`src/hdl/tcoc_map.vh`:
```
`ifndef TCOC_MAP_VH
`define TCOC_MAP_VH
// Register byte addresses
`define TCOC_ADDR_OUT_CTRL 8'hB0
`define TCOC_ADDR_WAVE_CLK 8'hB1
`define TCOC_ADDR_COMPARE_A 8'hB3
`define TCOC_ADDR_COMPARE_B 8'hB4
`define TCOC_ADDR_GEN_CTRL 8'hB8
`define TCOC_ADDR_STATUS 8'hBC
// Field positions
`define TCOC_OUT_A_HI 7
`define TCOC_OUT_A_LO 6
`define TCOC_OUT_B_HI 5
`define TCOC_OUT_B_LO 4
`define TCOC_WAVE_TOP_BIT 3
`define TCOC_ASYNC_SEL_BIT 0
`define TCOC_PSC_RESET_BIT 1
// Reset values, masks and counter limits
`define TCOC_OUT_CTRL_RESET 8'h00
`define TCOC_OUT_CTRL_MASK 8'hF3
`define TCOC_WAVE_CLK_RESET 4'h0
`define TCOC_MAX 8'hFF
`define TCOC_BOTTOM 8'h00
// Prescaler taps
`define TCOC_PSC_WIDTH 10
`endif

```
`src/hdl/tcoc_top.v`:
```
`timescale 1ns/100ps
`default_nettype none
`include "tcoc_map.vh"
module tcoc_top (
	// Clock and reset
	input wire clk,
	input wire rstn,
	// AXI4-Lite write address
	input wire [7:0] s_axi_awaddr,
	input wire s_axi_awvalid,
	output wire s_axi_awready,
	// AXI4-Lite write data
	input wire [31:0] s_axi_wdata,
	input wire [3:0] s_axi_wstrb,
	input wire s_axi_wvalid,
	output wire s_axi_wready,
	// AXI4-Lite write response
	output reg [1:0] s_axi_bresp,
	output reg s_axi_bvalid,
	input wire s_axi_bready,
	// AXI4-Lite read address
	input wire [7:0] s_axi_araddr,
	input wire s_axi_arvalid,
	output wire s_axi_arready,
	// AXI4-Lite read data
	output reg [31:0] s_axi_rdata,
	output reg [1:0] s_axi_rresp,
	output reg s_axi_rvalid,
	input wire s_axi_rready,
	// Oscillator pin one, synchronised and counted on rising edges
	input wire osc_pin_one,
	// Port logic for the two oscillator pins
	input wire port_osc_one_out,
	input wire port_osc_one_dir,
	input wire port_osc_two_out,
	input wire port_osc_two_dir,
	output reg osc_one_port_detach,
	output reg osc_two_port_detach,
	output reg osc_pin_one_oe,
	output reg osc_pin_one_o,
	output reg osc_pin_two_oe,
	output reg osc_pin_two_o,
	// Compare pins with their port logic
	input wire port_a_out,
	input wire port_a_dir,
	input wire port_b_out,
	input wire port_b_dir,
	output reg compare_out_a_pin,
	output reg compare_out_a_oe,
	output reg compare_out_b_pin,
	output reg compare_out_b_oe,
	// Internal compare output states
	output reg compare_out_a,
	output reg compare_out_b
);
	localparam RESP_OKAY = 2'h0;
	localparam RESP_SLVERR = 2'h2;
	// One-hot waveform kinds
	localparam WV_NORMAL = 4'h1;
	localparam WV_CTC = 4'h2;
	localparam WV_FAST = 4'h4;
	localparam WV_PHASE = 4'h8;
	reg [7:0] timer_output_control_a;
	reg waveform_mode_top_bit;
	reg [2:0] clock_select_field;
	reg async_clock_select;
	reg [7:0] compare_value_a, compare_value_b;
	reg [7:0] count;
	reg count_down;
	reg osc_sync1, osc_sync2, osc_prev;
	reg [7:0] aw_addr;
	reg [31:0] w_data;
	reg [3:0] w_strb;
	reg aw_full, w_full, psc_clear;
	wire [1:0] out_a_mode, out_b_mode;
	wire [2:0] waveform_mode;
	wire [1:0] waveform_mode_low_bits;
	wire timer_source_clock, timer_tick;
	wire pwm_on, link_a;
	reg [3:0] wave;
	reg [7:0] top;
	reg [7:0] next_count;
	reg next_down, next_a, next_b;

	assign out_a_mode = timer_output_control_a[`TCOC_OUT_A_HI:`TCOC_OUT_A_LO];
	assign out_b_mode = timer_output_control_a[`TCOC_OUT_B_HI:`TCOC_OUT_B_LO];
	assign waveform_mode_low_bits = timer_output_control_a[1:0];
	assign waveform_mode = {waveform_mode_top_bit, waveform_mode_low_bits};
	// PWM mode 01 on channel A with the top bit clear stays disconnected
	assign pwm_on = (wave == WV_FAST) || (wave == WV_PHASE);
	assign link_a = (|out_a_mode) && !(pwm_on && out_a_mode == 2'h1 &&
		!waveform_mode_top_bit);
	// Source tick: every clock, or rising edge of the oscillator pin
	assign timer_source_clock = async_clock_select ?
		(osc_sync2 && !osc_prev) : 1'b1;
	always @(posedge clk or negedge rstn) begin
		if (!rstn) begin
			osc_sync1 <= 1'b0;
			osc_sync2 <= 1'b0;
			osc_prev <= 1'b0;
		end else begin
			osc_sync1 <= osc_pin_one;
			osc_sync2 <= osc_sync1;
			osc_prev <= osc_sync2;
		end
	end
	tcoc_prescaler #(
		.WIDTH(`TCOC_PSC_WIDTH)
	) u_prescaler (
		.clk(clk),
		.rstn(rstn),
		.src_tick(timer_source_clock),
		.clear(psc_clear),
		.sel(clock_select_field),
		.tick(timer_tick)
	);
	// Waveform mode decode; reserved codes behave as normal
	always @* begin
		case (waveform_mode)
			3'h1: wave = WV_PHASE;
			3'h5: wave = WV_PHASE;
			3'h2: wave = WV_CTC;
			3'h3: wave = WV_FAST;
			3'h7: wave = WV_FAST;
			default: wave = WV_NORMAL;
		endcase
		if (waveform_mode == 3'h2 || waveform_mode_top_bit)
			top = compare_value_a;
		else
			top = `TCOC_MAX;
	end
	// Per-channel compare action
	function act;
		input [3:0] wv;
		input [1:0] mode;
		input cur;
		input match;
		input at_bottom;
		input at_top;
		input down;
		input is_top;
		input toggle_ok;
		begin
			act = cur;
			case (wv)
				WV_FAST: begin
					if (mode[1]) begin
						if (match && !is_top)
							act = mode[0];
						if (at_bottom)
							act = ~mode[0];
					end else if (mode[0] && toggle_ok && match)
						act = ~cur;
				end
				WV_PHASE: begin
					if (mode[1]) begin
						if (is_top) begin
							if (at_top)
								act = ~mode[0];
						end else if (match)
							act = down ? ~mode[0] : mode[0];
					end else if (mode[0] && toggle_ok && match)
						act = ~cur;
				end
				default: begin
					if (match) begin
						case (mode)
							2'h1: act = ~cur;
							2'h2: act = 1'b0;
							2'h3: act = 1'b1;
							default: act = cur;
						endcase
					end
				end
			endcase
		end
	endfunction
	// Counter stand-in that feeds compare events
	always @* begin
		next_count = count;
		next_down = count_down;
		if (wave == WV_PHASE) begin
			if (!count_down && count == top) begin
				next_down = 1'b1;
				next_count = count - 8'h01;
			end else if (count_down && count == `TCOC_BOTTOM) begin
				next_down = 1'b0;
				next_count = count + 8'h01;
			end else
				next_count = count_down ? count - 8'h01 : count + 8'h01;
		end else begin
			next_down = 1'b0;
			if (wave != WV_NORMAL && count == top)
				next_count = `TCOC_BOTTOM;
			else
				next_count = count + 8'h01;
		end
		next_a = act(wave, out_a_mode, compare_out_a,
			count == compare_value_a, next_count == `TCOC_BOTTOM &&
			wave == WV_FAST, count == top, count_down,
			compare_value_a == top, waveform_mode_top_bit);
		next_b = act(wave, out_b_mode, compare_out_b,
			count == compare_value_b, next_count == `TCOC_BOTTOM &&
			wave == WV_FAST, count == top, count_down,
			compare_value_b == top, 1'b0);
	end
	always @(posedge clk or negedge rstn) begin
		if (!rstn) begin
			count <= 8'h00;
			count_down <= 1'b0;
			compare_out_a <= 1'b0;
			compare_out_b <= 1'b0;
		end else if (timer_tick) begin
			count <= next_count;
			count_down <= next_down;
			compare_out_a <= next_a;
			compare_out_b <= next_b;
		end
	end
	// Pin multiplexing
	always @(posedge clk or negedge rstn) begin
		if (!rstn) begin
			compare_out_a_pin <= 1'b0;
			compare_out_a_oe <= 1'b0;
			compare_out_b_pin <= 1'b0;
			compare_out_b_oe <= 1'b0;
			osc_one_port_detach <= 1'b0;
			osc_two_port_detach <= 1'b0;
			osc_pin_one_oe <= 1'b0;
			osc_pin_one_o <= 1'b0;
			osc_pin_two_oe <= 1'b0;
			osc_pin_two_o <= 1'b0;
		end else begin
			compare_out_a_pin <= link_a ? compare_out_a
				: port_a_out;
			compare_out_a_oe <= port_a_dir;
			compare_out_b_pin <= (|out_b_mode) ? compare_out_b
				: port_b_out;
			compare_out_b_oe <= port_b_dir;
			osc_one_port_detach <= async_clock_select;
			osc_two_port_detach <= async_clock_select;
			osc_pin_one_oe <= !async_clock_select && port_osc_one_dir;
			osc_pin_one_o <= port_osc_one_out;
			osc_pin_two_oe <= !async_clock_select && port_osc_two_dir;
			osc_pin_two_o <= port_osc_two_out;
		end
	end
	// AXI4-Lite slave
	assign s_axi_awready = !aw_full && !s_axi_bvalid;
	assign s_axi_wready = !w_full && !s_axi_bvalid;
	assign s_axi_arready = !s_axi_rvalid;

	always @(posedge clk or negedge rstn) begin
		if (!rstn) begin
			aw_full <= 1'b0;
			w_full <= 1'b0;
			aw_addr <= 8'h00;
			w_data <= 32'h00000000;
			w_strb <= 4'h0;
			s_axi_bvalid <= 1'b0;
			s_axi_bresp <= RESP_OKAY;
			psc_clear <= 1'b0;
			timer_output_control_a <= `TCOC_OUT_CTRL_RESET;
			{waveform_mode_top_bit, clock_select_field} <=
				`TCOC_WAVE_CLK_RESET;
			async_clock_select <= 1'b0;
			compare_value_a <= 8'h00;
			compare_value_b <= 8'h00;
		end else begin
			psc_clear <= 1'b0;
			if (s_axi_awvalid && s_axi_awready) begin
				aw_full <= 1'b1;
				aw_addr <= s_axi_awaddr;
			end
			if (s_axi_wvalid && s_axi_wready) begin
				w_full <= 1'b1;
				w_data <= s_axi_wdata;
				w_strb <= s_axi_wstrb;
			end
			if (aw_full && w_full) begin
				aw_full <= 1'b0;
				w_full <= 1'b0;
				s_axi_bvalid <= 1'b1;
				s_axi_bresp <= RESP_OKAY;
				case (aw_addr)
					`TCOC_ADDR_OUT_CTRL:
						if (w_strb[0])
							timer_output_control_a <= w_data[7:0] &
								`TCOC_OUT_CTRL_MASK;
					`TCOC_ADDR_WAVE_CLK:
						if (w_strb[0]) begin
							waveform_mode_top_bit <=
								w_data[`TCOC_WAVE_TOP_BIT];
							clock_select_field <= w_data[2:0];
						end
					`TCOC_ADDR_COMPARE_A:
						if (w_strb[0])
							compare_value_a <= w_data[7:0];
					`TCOC_ADDR_COMPARE_B:
						if (w_strb[0])
							compare_value_b <= w_data[7:0];
					`TCOC_ADDR_GEN_CTRL:
						if (w_strb[0]) begin
							async_clock_select <=
								w_data[`TCOC_ASYNC_SEL_BIT];
							psc_clear <= w_data[`TCOC_PSC_RESET_BIT];
						end
					`TCOC_ADDR_STATUS: ;
					default: s_axi_bresp <= RESP_SLVERR;
				endcase
			end
			if (s_axi_bvalid && s_axi_bready)
				s_axi_bvalid <= 1'b0;
		end
	end

	always @(posedge clk or negedge rstn) begin
		if (!rstn) begin
			s_axi_rvalid <= 1'b0;
			s_axi_rdata <= 32'h00000000;
			s_axi_rresp <= RESP_OKAY;
		end else begin
			if (s_axi_arvalid && s_axi_arready) begin
				s_axi_rvalid <= 1'b1;
				s_axi_rresp <= RESP_OKAY;
				s_axi_rdata <= 32'h00000000;
				case (s_axi_araddr)
					`TCOC_ADDR_OUT_CTRL:
						s_axi_rdata[7:0] <= timer_output_control_a;
					`TCOC_ADDR_WAVE_CLK:
						s_axi_rdata[3:0] <= {waveform_mode_top_bit,
							clock_select_field};
					`TCOC_ADDR_COMPARE_A:
						s_axi_rdata[7:0] <= compare_value_a;
					`TCOC_ADDR_COMPARE_B:
						s_axi_rdata[7:0] <= compare_value_b;
					`TCOC_ADDR_GEN_CTRL:
						s_axi_rdata[0] <= async_clock_select;
					`TCOC_ADDR_STATUS:
						s_axi_rdata[10:0] <= {compare_out_b,
							compare_out_a, count_down, count};
					default: s_axi_rresp <= RESP_SLVERR;
				endcase
			end else if (s_axi_rvalid && s_axi_rready)
				s_axi_rvalid <= 1'b0;
		end
	end
endmodule
`default_nettype wire

```
`src/hdl/tcoc_prescaler.v`:
```
`timescale 1ns/100ps
`default_nettype none
// Source clock prescaler, produces one-cycle count enables
module tcoc_prescaler #(
	parameter WIDTH = 10
) (
	// Clock and reset
	input wire clk,
	input wire rstn,
	// Control
	input wire src_tick,
	input wire clear,
	input wire [2:0] sel,
	// Output
	output reg tick
);
	reg [WIDTH-1:0] count;
	reg [WIDTH-1:0] next_count;
	reg hit;

	always @* begin
		next_count = count + {{(WIDTH-1){1'b0}}, 1'b1};
		case (sel)
			3'h0: hit = 1'b0;
			3'h1: hit = src_tick;
			3'h2: hit = src_tick && (next_count[2:0] == 3'h0);
			3'h3: hit = src_tick && (next_count[4:0] == 5'h00);
			3'h4: hit = src_tick && (next_count[5:0] == 6'h00);
			3'h5: hit = src_tick && (next_count[6:0] == 7'h00);
			3'h6: hit = src_tick && (next_count[7:0] == 8'h00);
			default: hit = src_tick && (next_count[9:0] == 10'h000);
		endcase
	end

	always @(posedge clk or negedge rstn) begin
		if (!rstn) begin
			count <= {WIDTH{1'b0}};
			tick <= 1'b0;
		end else if (clear) begin
			count <= {WIDTH{1'b0}};
			tick <= 1'b0;
		end else begin
			if (src_tick)
				count <= next_count;
			tick <= hit;
		end
	end
endmodule
`default_nettype wire

```
`config.mk`:
```
export PLATFORM = sky130hd
export DESIGN_NAME = tcoc_top
export DESIGN_NICKNAME = d
export VERILOG_FILES = /design/src/hdl/tcoc_top.v /design/src/hdl/tcoc_prescaler.v
export VERILOG_INCLUDE_DIRS = /design/src /design/src/hdl
export SDC_FILE = /design/constraint.sdc
export NUM_CORES = 1
export LEC_CHECK = 0
export ABC_CLOCK_PERIOD_IN_PS = 4720
export BUFFER_PORTS_ARGS = -buffer_cell sky130_fd_sc_hd__buf_2
export CORE_MARGIN = 8
export CORE_UTILIZATION = 56
export DETAILED_ROUTE_END_ITERATION = 7
export PLACE_DENSITY_LB_ADDON = 0.2
export SYNTH_ARGS = -nofsm -noshare
export SYNTH_HDL_FRONTEND = slang
export SYNTH_SLANG_ARGS = --single-unit
```
`constraint.sdc`:
```
create_clock -name clk -period 4.72 [get_ports clk]
set_clock_uncertainty 0.05 [all_clocks]
set_input_delay 0.944 -clock clk [delete_from_list [all_inputs] [get_ports clk]]
set_output_delay 0.944 -clock clk [all_outputs]
set_load 0.1 [all_outputs]
```
**Word level (Yosys, flattened, before mapping)**

Cells that the tools add are included.

- Flip-flop bits (word level): 98
- Input port bits: 68
- Output and inout port bits: 53

- $add $sub $neg: 3
- Eq/ne operators: 46
- Multiplexer cells: 57
- Bitwise logic cells: 4
- Reductions and logical operators: 73

Operators with widths:

| kind | count |
|---|---|
| == test 8 bit, second input constant | 12 |
| 2-to-1 mux 8 bit | 6 |
| == test 8 bit | 5 |
| 2-to-1 mux 1 bit | 37 |
| logical AND 1 bit | 28 |
| logical NOT 8 bit | 3 |
| 2-to-1 mux 10 bit | 2 |
| one-hot mux 4 bit (4 select lines) | 1 |
| == test 3 bit, second input constant | 5 |
| one-hot mux 3 bit (5 select lines) | 1 |
| AND reduction 3 bit | 5 |
| == test 3 x 2 -> 1 bit, second input constant | 4 |
| one-hot mux 4 bit (3 select lines) | 1 |
| OR reduction 6 bit | 2 |
| logical NOT 1 bit | 11 |
| adder 10 x 1 -> 10 bit, second input constant | 1 |
| logical NOT 10 bit | 1 |
| nonzero test 2 bit | 5 |
| nonzero test 5 bit | 2 |
| adder 8 x 1 -> 8 bit, second input constant | 1 |
| == test 2 bit, second input constant | 4 |
| AND reduction 8 bit | 1 |
| OR reduction 2 bit | 4 |
| subtractor 8 x 1 -> 8 bit, second input constant | 1 |
| other kinds (27) | 40 |

**Depth between registers and ports, before layout**

Gate-level depths: netlist of the first run.

- Word-level depth: 12
- Gate-level depth with buffers: 12
- Mapped depth without buffers: 11

**Modules after synthesis**

From an unflattened synthesis of the first run, not the netlist that was laid out.

- Cell total of the unflattened synthesis: 602
- Area, all modules: 6029.5 um^2

By module, submodules not included:

| module | instances | cells an instance | area an instance (um^2) | seq. area each (um^2) |
|---|---|---|---|---|
| tcoc_top | 1 | 513 | 5223.8 | 2127.0 |
| tcoc_prescaler | 1 | 89 | 805.8 | 275.3 |

**Worst setup path before layout of the first run**

Ideal clock, no wire load.

- Path kind: flip-flop to flip-flop
- Start point: register count[0]
- End point: register compare_out_a
- Library setup time: 0.073 ns
- Arrival time: 3.506 ns
- Path slack: 1.090 ns
- Cell stages (with the launch flop): 13
- Path buffers: 1
- Clock period less this slack: 3.630 ns
- Cells stage by stage: dfrtp_1 -> buf_1 -> inv_1 -> ha_1 -> nor2b_1 -> a32o_1 -> or3_1 -> nor2_2 -> o32ai_1 -> or4b_4 -> or4_1 -> a311o_1 -> a2bb2oi_2

- Longest elaborated chain between the ends: 10

RTL lines:

| item | RTL line | RTL |
|---|---|---|
| from (decl) | tcoc_top.v:68 | `reg [7:0] count;` |
| from (signal assigned) | tcoc_top.v:214 | `count <= next_count;` |
| adder 8 x 1 -> 8 bit, or another cell as far along | tcoc_top.v:188, tcoc_top.v:190, tcoc_top.v:196 |  |
| 2-to-1 mux 8 bit / logical AND 1 bit (equally long branches) | -- |  |
| 2-to-1 mux 8 bit | tcoc_top.v:186 | `` end else if (count_down && count == `TCOC_BOTTOM) begin `` |
| 2-to-1 mux 8 bit | tcoc_top.v:183 | `if (!count_down && count == top) begin` |
| 2-to-1 mux 8 bit | tcoc_top.v:182 | `if (wave == WV_PHASE) begin` |
| logical NOT 8 bit (no line) | -- |  |
| logical AND 1 bit | tcoc_top.v:199 | `` count == compare_value_a, next_count == `TCOC_BOTTOM && `` |
| 2-to-1 mux 1 bit | tcoc_top.v:150 | `if (at_bottom)` |
| 2-to-1 mux 1 bit | tcoc_top.v:147 | `if (mode[1]) begin` |
| one-hot mux 1 bit (2 select lines) | tcoc_top.v:145 | `case (wv)` |
| to (signal assigned) | tcoc_top.v:216 | `compare_out_a <= next_a;` |
| to (decl) | tcoc_top.v:53 | `output reg compare_out_a,` |

Several ways; a longest one is shown, not always the timed one.
A chain may end at the register's enable or synchronous reset.

**Final worst setup path of the first run**

- Start point: register timer_output_control_a[1]
- End point: register compare_out_a

- Longest elaborated chain between the ends: 12

RTL lines:

| item | RTL line | RTL |
|---|---|---|
| from (decl) | tcoc_top.v:63 | `reg [7:0] timer_output_control_a;` |
| from (signal assigned) | tcoc_top.v:263 | `` timer_output_control_a <= `TCOC_OUT_CTRL_RESET; `` |
| from (signal assigned) | tcoc_top.v:288 | `timer_output_control_a <= w_data[7:0] &` |
| == test 3 bit, or another cell as far along | tcoc_top.v:119 | `case (waveform_mode)` |
| OR reduction 2 bit (no line) / logical OR 1 bit (equally long branches) | -- |  |
| one-hot mux 4 bit (3 select lines) / 2-to-1 mux 8 bit (equally long branches) | tcoc_top.v:119, tcoc_top.v:127 |  |
| != test 4 x 1 -> 1 bit / == test 8 bit (equally long branches) | tcoc_top.v:193, tcoc_top.v:183, tcoc_top.v:200 |  |
| logical AND 1 bit (on tied branches) | tcoc_top.v:193, tcoc_top.v:183 |  |
| 2-to-1 mux 8 bit (on tied branches) | tcoc_top.v:193, tcoc_top.v:183 |  |
| 2-to-1 mux 8 bit | tcoc_top.v:182 |  |
| logical NOT 8 bit (no line) | -- |  |
| logical AND 1 bit | tcoc_top.v:199 |  |
| 2-to-1 mux 1 bit | tcoc_top.v:150 |  |
| 2-to-1 mux 1 bit | tcoc_top.v:147 |  |
| one-hot mux 1 bit (2 select lines) | tcoc_top.v:145 |  |

Several ways; a longest one is shown, not always the timed one.

==> results of run 1 <==
-- power groups by stage --
| stage | Clock, mW | Combinational, mW | Sequential, mW |
|---|---|---|---|
| floorplan | 0 | 0.817 | 1.24 |
| global placement | 0 | 1.01 | 1.21 |
| detailed placement | 0 | 1.04 | 1.22 |
| CTS | 0.587 | 1.05 | 1.21 |
| global route | 0.621 | 1.14 | 1.24 |
| finish | 0.573 | 1.04 | 1.21 |
-- synthesized netlist by cell type (12+ instances only) --
cell | instances | area [sq um]
a21oi_1 | 26 | 130
buf_4 | 24 | 180
clkbuf_1 | 28 | 105
dfrtp_1 | 96 | 2400
inv_1 | 12 | 45.0
mux2_2 | 48 | 541
mux2i_1 | 16 | 160
nand2_1 | 52 | 195
nand3_1 | 15 | 75.1
nor2_1 | 57 | 214
o21ai_0 | 31 | 155
xnor2_1 | 20 | 175
xor2_1 | 22 | 193
-- layout make-up --
type / instances / share of cell area, %
well taps: 136 / 2.67
inverters: 12 / 0.705
clock buffers: 9 / 1.94
repair buffers: 74 / 6.00
clock inverters: 7 / 1.33
flip-flops and latches: 96 / 37.6
multi-input cells: 471 / 49.7
-- worst max-delay path: stages (launching register included) --
cell and delay [ns]:
dfrtp_1 0.51, nor2b_1 0.56, o21ai_0 0.15, a22oi_1 0.41
or3b_1 0.57, a21oi_4 0.21, a31o_1 0.16, or4b_4 0.50
or4_1 0.52, a311o_1 0.34, a2bb2oi_2 0.13
-- per-layer routing --
metal	share of wire, %	global-route usage (%)
met2	50	34.1
met1	41	22.8
met3	5.3	4.52
met5	0	0
met4	3.5	10.4
-- sequential cells by signal, summed over array words and instances (netlist names), 3 cells and up --
register	cells
aw_addr	8
count	8
compare_value_a	8
s_axi_rdata	11
u_prescaler.count	10
timer_output_control_a	6
clock_select_field	3
w_data	8
compare_value_b	8
-- stage by stage --
step | area, sq um | hold slack, ns | std cells
floorplan | 5980 | 0.281 | 644
global placement | 6180 | 0.288 | 789
detailed placement | 6180 | 0.290 | 789
CTS | 6380 | 0.314 | 805
global route | 6380 | 0.315 | 805
finish | 6380 | 0.311 | 805
-- kinds of logic (layout without fill, tap and decap cells) --
family,Yosys count,after routing
and+or+nand+nor,211,211
AOI/OAI and AO/OA,125,125
DFF,96,96
buffers and inverters,77,102
muxes,65,65
xor gates and xnor gates,42,42
adders and majority gates,5,5
other,1,23
-- worst paths after layout --
kind                       slack (ns)                 startpoint  cells past startpoint             end
min reg2reg                      0.31                  osc_sync1                      0       osc_sync2
max reg2reg                      0.54  timer_output_control_a[1]                     10   compare_out_a
min                              0.31                  osc_sync1                      0       osc_sync2
min in group asynchronous        0.61                       rstn                      1  s_axi_rdata[9]
max                              0.54  timer_output_control_a[1]                     10   compare_out_a
max in group asynchronous        3.08                       rstn                      2      aw_addr[2]
==> impl_metrics.tcl, run 1 <==
set metrics [dict create \
    p_sw_mw 1.23 \
    setup_viol 0 \
    layout_commonest_cell "dfrtp_1" \
    routed_wl_um 13900 \
    syn_area_sq_um 5900 \
    first_pass_iters 4 \
    yosysWarnings 0 \
    max_freq_mhz 239 \
    seq_area_frac_synth_pct 40.7 \
    slew_headroom_pct 21.6 \
    cts_root_buf "clkbuf_8" \
    hold_viol 0 \
    wl_per_cell_um 17.3 \
    synth_xor_area_share_pct 6.24 \
    nFillCells 883 \
    start_util_pct 57.4 \
    synth_edf_count 0 \
    critPathArrivalTime_ns 4.44 \
    synth-seq-cells 96 \
    cts_buffer_depth 2 \
    hpwl_um 10300 \
    outcome "complete, no violations" \
    setup_tns_ns 0 \
    nets 737 \
    die-area_sq_um 14100 \
    pre_cts_ws_ns 0.615 \
    p_seq_share_pct 42.8 \
    fp.coreArea_sq_um 10300 \
    register_area_sq_um 2400 \
    final_cell_mix "dfrtp_1 (96), buf_2 (69), nor2_1 (57)" \
    area_growth_pct 8.25 \
    clkSinkCount 96 \
    maxCapViolCount 0 \
    combPwrFrac_pct 36.9 \
    synth_top_family_by_area "simple AND/OR/NAND/NOR gates" \
    fin_crit_ns 4.18 \
    die_h_um 119 \
    crit_path_end_kind "register" \
    drive_gt1_share_pct 22.6 \
    async_flop_share_pct 100 \
    antenna_found_initial 0 \
    p_int_mw 1.60 \
    io_pins 121 \
    synth_fa_ha_area_share_pct 1.06 \
    pwr-share-clk_pct 20.3 \
    vias_per_cell 5.93 \
    ys_dominant_reg_cell "dfrtp_1" \
    p_leak_nw 2.88 \
    diodes 0 \
    clkLatencyLatePin_ns 0.37 \
    hold_class "register to register" \
    vias 4774 \
    row_count 37 \
    synth_cell_types 81 \
    cellPowerDensity_nw_per_um2 443 \
    worstPathRequired_ns 4.98 \
    multiInputGateArea_sq_um 3180 \
    grtUsageTotal_pct 19.9 \
    avgSynthCellArea_sq_um 9.48 \
    peakVddDrop_uv 576 \
    postCtsHoldBufs 0 \
    htreeDepth 3 \
    path_max_fanout 9 \
    drv_slew 0 \
    die_w_um 119 \
    numPortBuffers 70 \
    place_congestion 0.882 \
    layout_setup_ws_ns 0.538 \
    cts_resized 0 \
    totalPowerFinal_mw 2.83 \
    grt_pass1_wl_um 23400 \
    syn_inst 622 \
    setup.worst_path.start_class "register" \
    cts_buffers 9 \
    fin_crit_sh_pct 88.6 \
    drt_iter0_drc 248 \
    synthSimpleGateAreaFrac_pct 18.2 \
    clkTransAtPathRegs_ns 0.10 \
    rsz0062_at_grt "false" \
    grt_max_degree 63 \
    tightest_slew_ns 1.17 \
    cts_setup_buffers 0 \
    path_class "register to register" \
    cts_tree "built" \
    first_global_vias 4899 \
    drcViolationCount 0 \
    synth_compound_area_share_pct 14.6 \
    post-route-util_pct 62.1 \
    muxShareOfSynthArea_pct 12.3 \
    final_antenna_net_count 0 \
    netSwitchingFraction_pct 43.5 \
    grt_overflow 0 \
]
(Power assumes the default switching activity.)
==> run 2, diff against run 1 <==
--- a/config.mk
+++ b/config.mk
@@ -9,7 +9,7 @@
 export ABC_CLOCK_PERIOD_IN_PS = 4720
 export BUFFER_PORTS_ARGS = -buffer_cell sky130_fd_sc_hd__buf_2
 export CORE_MARGIN = 8
-export CORE_UTILIZATION = 56
+export CORE_UTILIZATION = 30
 export DETAILED_ROUTE_END_ITERATION = 7
 export PLACE_DENSITY_LB_ADDON = 0.2
 export SYNTH_ARGS = -nofsm -noshare
==> constraint.sdc (replaced) <==
create_clock -name clk -period 4.72 [get_ports clk]
set_clock_uncertainty 0.05 [all_clocks]
set_input_delay 0 -clock clk [delete_from_list [all_inputs] [get_ports clk]]
set_output_delay 0 -clock clk [all_outputs]
set_load 0.1 [all_outputs]
==> impl_metrics.tcl, run 2 (synthesized netlist as in run 1, its figures left out) <==
set metrics [dict create \
    rrSetupSlack_ns 0.53 \
    area_growth_pct 17.4 \
    place_congestion 0.821 \
    clkSinkCount 96 \
    top_register "s_axi_rdata" \
    first_global_vias 4883 \
    maxCapViolCount 0 \
    htreeDepth 3 \
    final_cell_mix "dfrtp_1 (96), buf_2 (69), nor2_1 (57)" \
    grt_pass1_wl_um 25400 \
    fp.coreArea_sq_um 19400 \
    use_met2_pct 23.2 \
    met1_usage_pct 15.3 \
    path_class "register to register" \
    instances_no_fill 966 \
    slew_headroom_pct 47.1 \
    netSwitchingFraction_pct 42.0 \
    p_leak_nw 3.04 \
    crit_path_end_kind "register" \
    largest_register_ffs 11 \
    place_inst 921 \
    cellPowerDensity_nw_per_um2 430 \
    antenna_found_initial 0 \
    p_sw_mw 1.25 \
    drt_iter0_drc 233 \
    cts_buffer_depth 2 \
    wl_per_cell_um 16.2 \
    peakVddDrop_uv 558 \
    pwr-share-clk_pct 23.3 \
    clkTransAtPathRegs_ns 0.07 \
    drv_slew 0 \
    fin_crit_ns 4.19 \
    met3_usage_pct 2.70 \
    hold_viol 0 \
    combPwrFrac_pct 36.0 \
    first_pass_iters 5 \
    grt_max_degree 58 \
    row_count 51 \
    start_util_pct 30.4 \
    grt.busiest_layer "met2" \
    outcome "complete, no violations" \
    p_seq_share_pct 40.7 \
    grtUsageTotal_pct 13.0 \
    setup_viol 0 \
    grt_overflow 0 \
    die_h_um 156 \
    rsz0062_at_grt "false" \
    vias 4801 \
    diodes 0 \
    tightest_slew_ns 0.787 \
    routed_wl_um 15600 \
    p_int_mw 1.72 \
    cts_root_buf "clkbuf_16" \
    critPathArrivalTime_ns 4.42 \
    numPortBuffers 70 \
    hpwl_um 11600 \
    vias_per_cell 4.97 \
    nets 769 \
    hold_class "input pin to register" \
    layout_commonest_cell "dfrtp_1" \
    cts_buffers 9 \
    clkLatencyLatePin_ns 0.35 \
    drcViolationCount 0 \
    io_pins 121 \
    largestRegisters "s_axi_rdata: 11 flops, u_prescaler.count: 10 flops" \
    die-area_sq_um 24400 \
    cts_tree "built" \
    max_freq_mhz 238 \
    setup.worst_path.start_class "register" \
    final_antenna_net_count 0 \
    setup_tns_ns 0 \
    fin_crit_sh_pct 88.8 \
    die_w_um 156 \
    path_max_fanout 9 \
    worstPathRequired_ns 4.95 \
    drive_gt1_share_pct 21.7 \
]
[run 2: cell types whose count changed in the layout (fill, tap and decap cells not counted)]
cell	delta
buf_4	+3
bufinv_16	-1
clkbuf_1	+2
clkbuf_16	+9
clkbuf_8	-9
clkinv_2	+1
clkinv_4	-1
dlygate4sd3_1	+29
inv_8	-1
[run 2: final timing paths]
kind	to	start	depth (start not counted)
setup / recovery	compare_out_a	timer_output_control_a[1]	10
hold / removal	s_axi_rresp[1]	s_axi_araddr[0]	3
setup reg to reg	compare_out_a	timer_output_control_a[1]	10
hold reg to reg	osc_sync2	osc_sync1	0
max in group asynchronous	u_prescaler.count[9]	rstn	3
min in group asynchronous	count[1]	rstn	2
[run 2: critical path, cell delays in order (launching register included)]
cell and delay (ns):
dfrtp_1 0.50, nor2b_1 0.58, o21ai_0 0.18, a22oi_1 0.38, or3b_1 0.59, a21oi_4 0.22, a31o_1 0.15, or4b_4 0.50
or4_1 0.51, a311o_1 0.34, a2bb2oi_2 0.13
[run 2: per-layer routing]
metal,share of wire (%),up-vias
li1,-,2308
met1,44,2351
met2,51,124
met5,0,-
met3,4.5,18
met4,1.3,0
[run 2: what timing repair did]
item / 4_1_cts / 5_1_grt
gates resized for setup: 0 / 0
hold endpoints to repair: 67 / 0
hold buffers: 29 / 0
buffers inserted: 0 / 0
[run 2: cell type report]
class                           count  area (sq um)
Multi-Input combinational cell    471          3180
Timing Repair Buffer              106           696
Inverter                           12          45.0
Tap cell                          265           332
Fill cell                        2011         12500
Clock inverter                      5          40.0
Sequential cell                    96          2400
Clock buffer                       11           233
[run 2: per-stage QoR]
stage / worst slack (ns) / total power, mW / util (%) / hold WS (ns) / instance area (sq um)
after detailed placement: 0.579 / 2.29 / 32.8 / -0.0228 / 6360
after CTS: 0.562 / 3.01 / 35.7 / 0.0524 / 6920
after global routing: 0.410 / 3.16 / 35.7 / 0.103 / 6920
final: 0.527 / 2.97 / 35.7 / 0.0716 / 6920
after floorplan: 1.09 / 2.05 / - / -0.346 / 5980
after global placement: 0.671 / 2.25 / 32.8 / -0.0281 / 6360
[run 2: power by group through the flow]
| stage | logic (mW) | registers [mW] | clock network [mW] |
|---|---|---|---|
| 2_1_floorplan | 0.817 | 1.24 | 0 |
| 3_3_place_gp | 1.04 | 1.22 | 0 |
| 3_5_place_dp | 1.06 | 1.23 | 0 |
| 4_1_cts | 1.08 | 1.21 | 0.720 |
| 5_1_grt | 1.16 | 1.24 | 0.753 |
| 6_report | 1.07 | 1.21 | 0.694 |
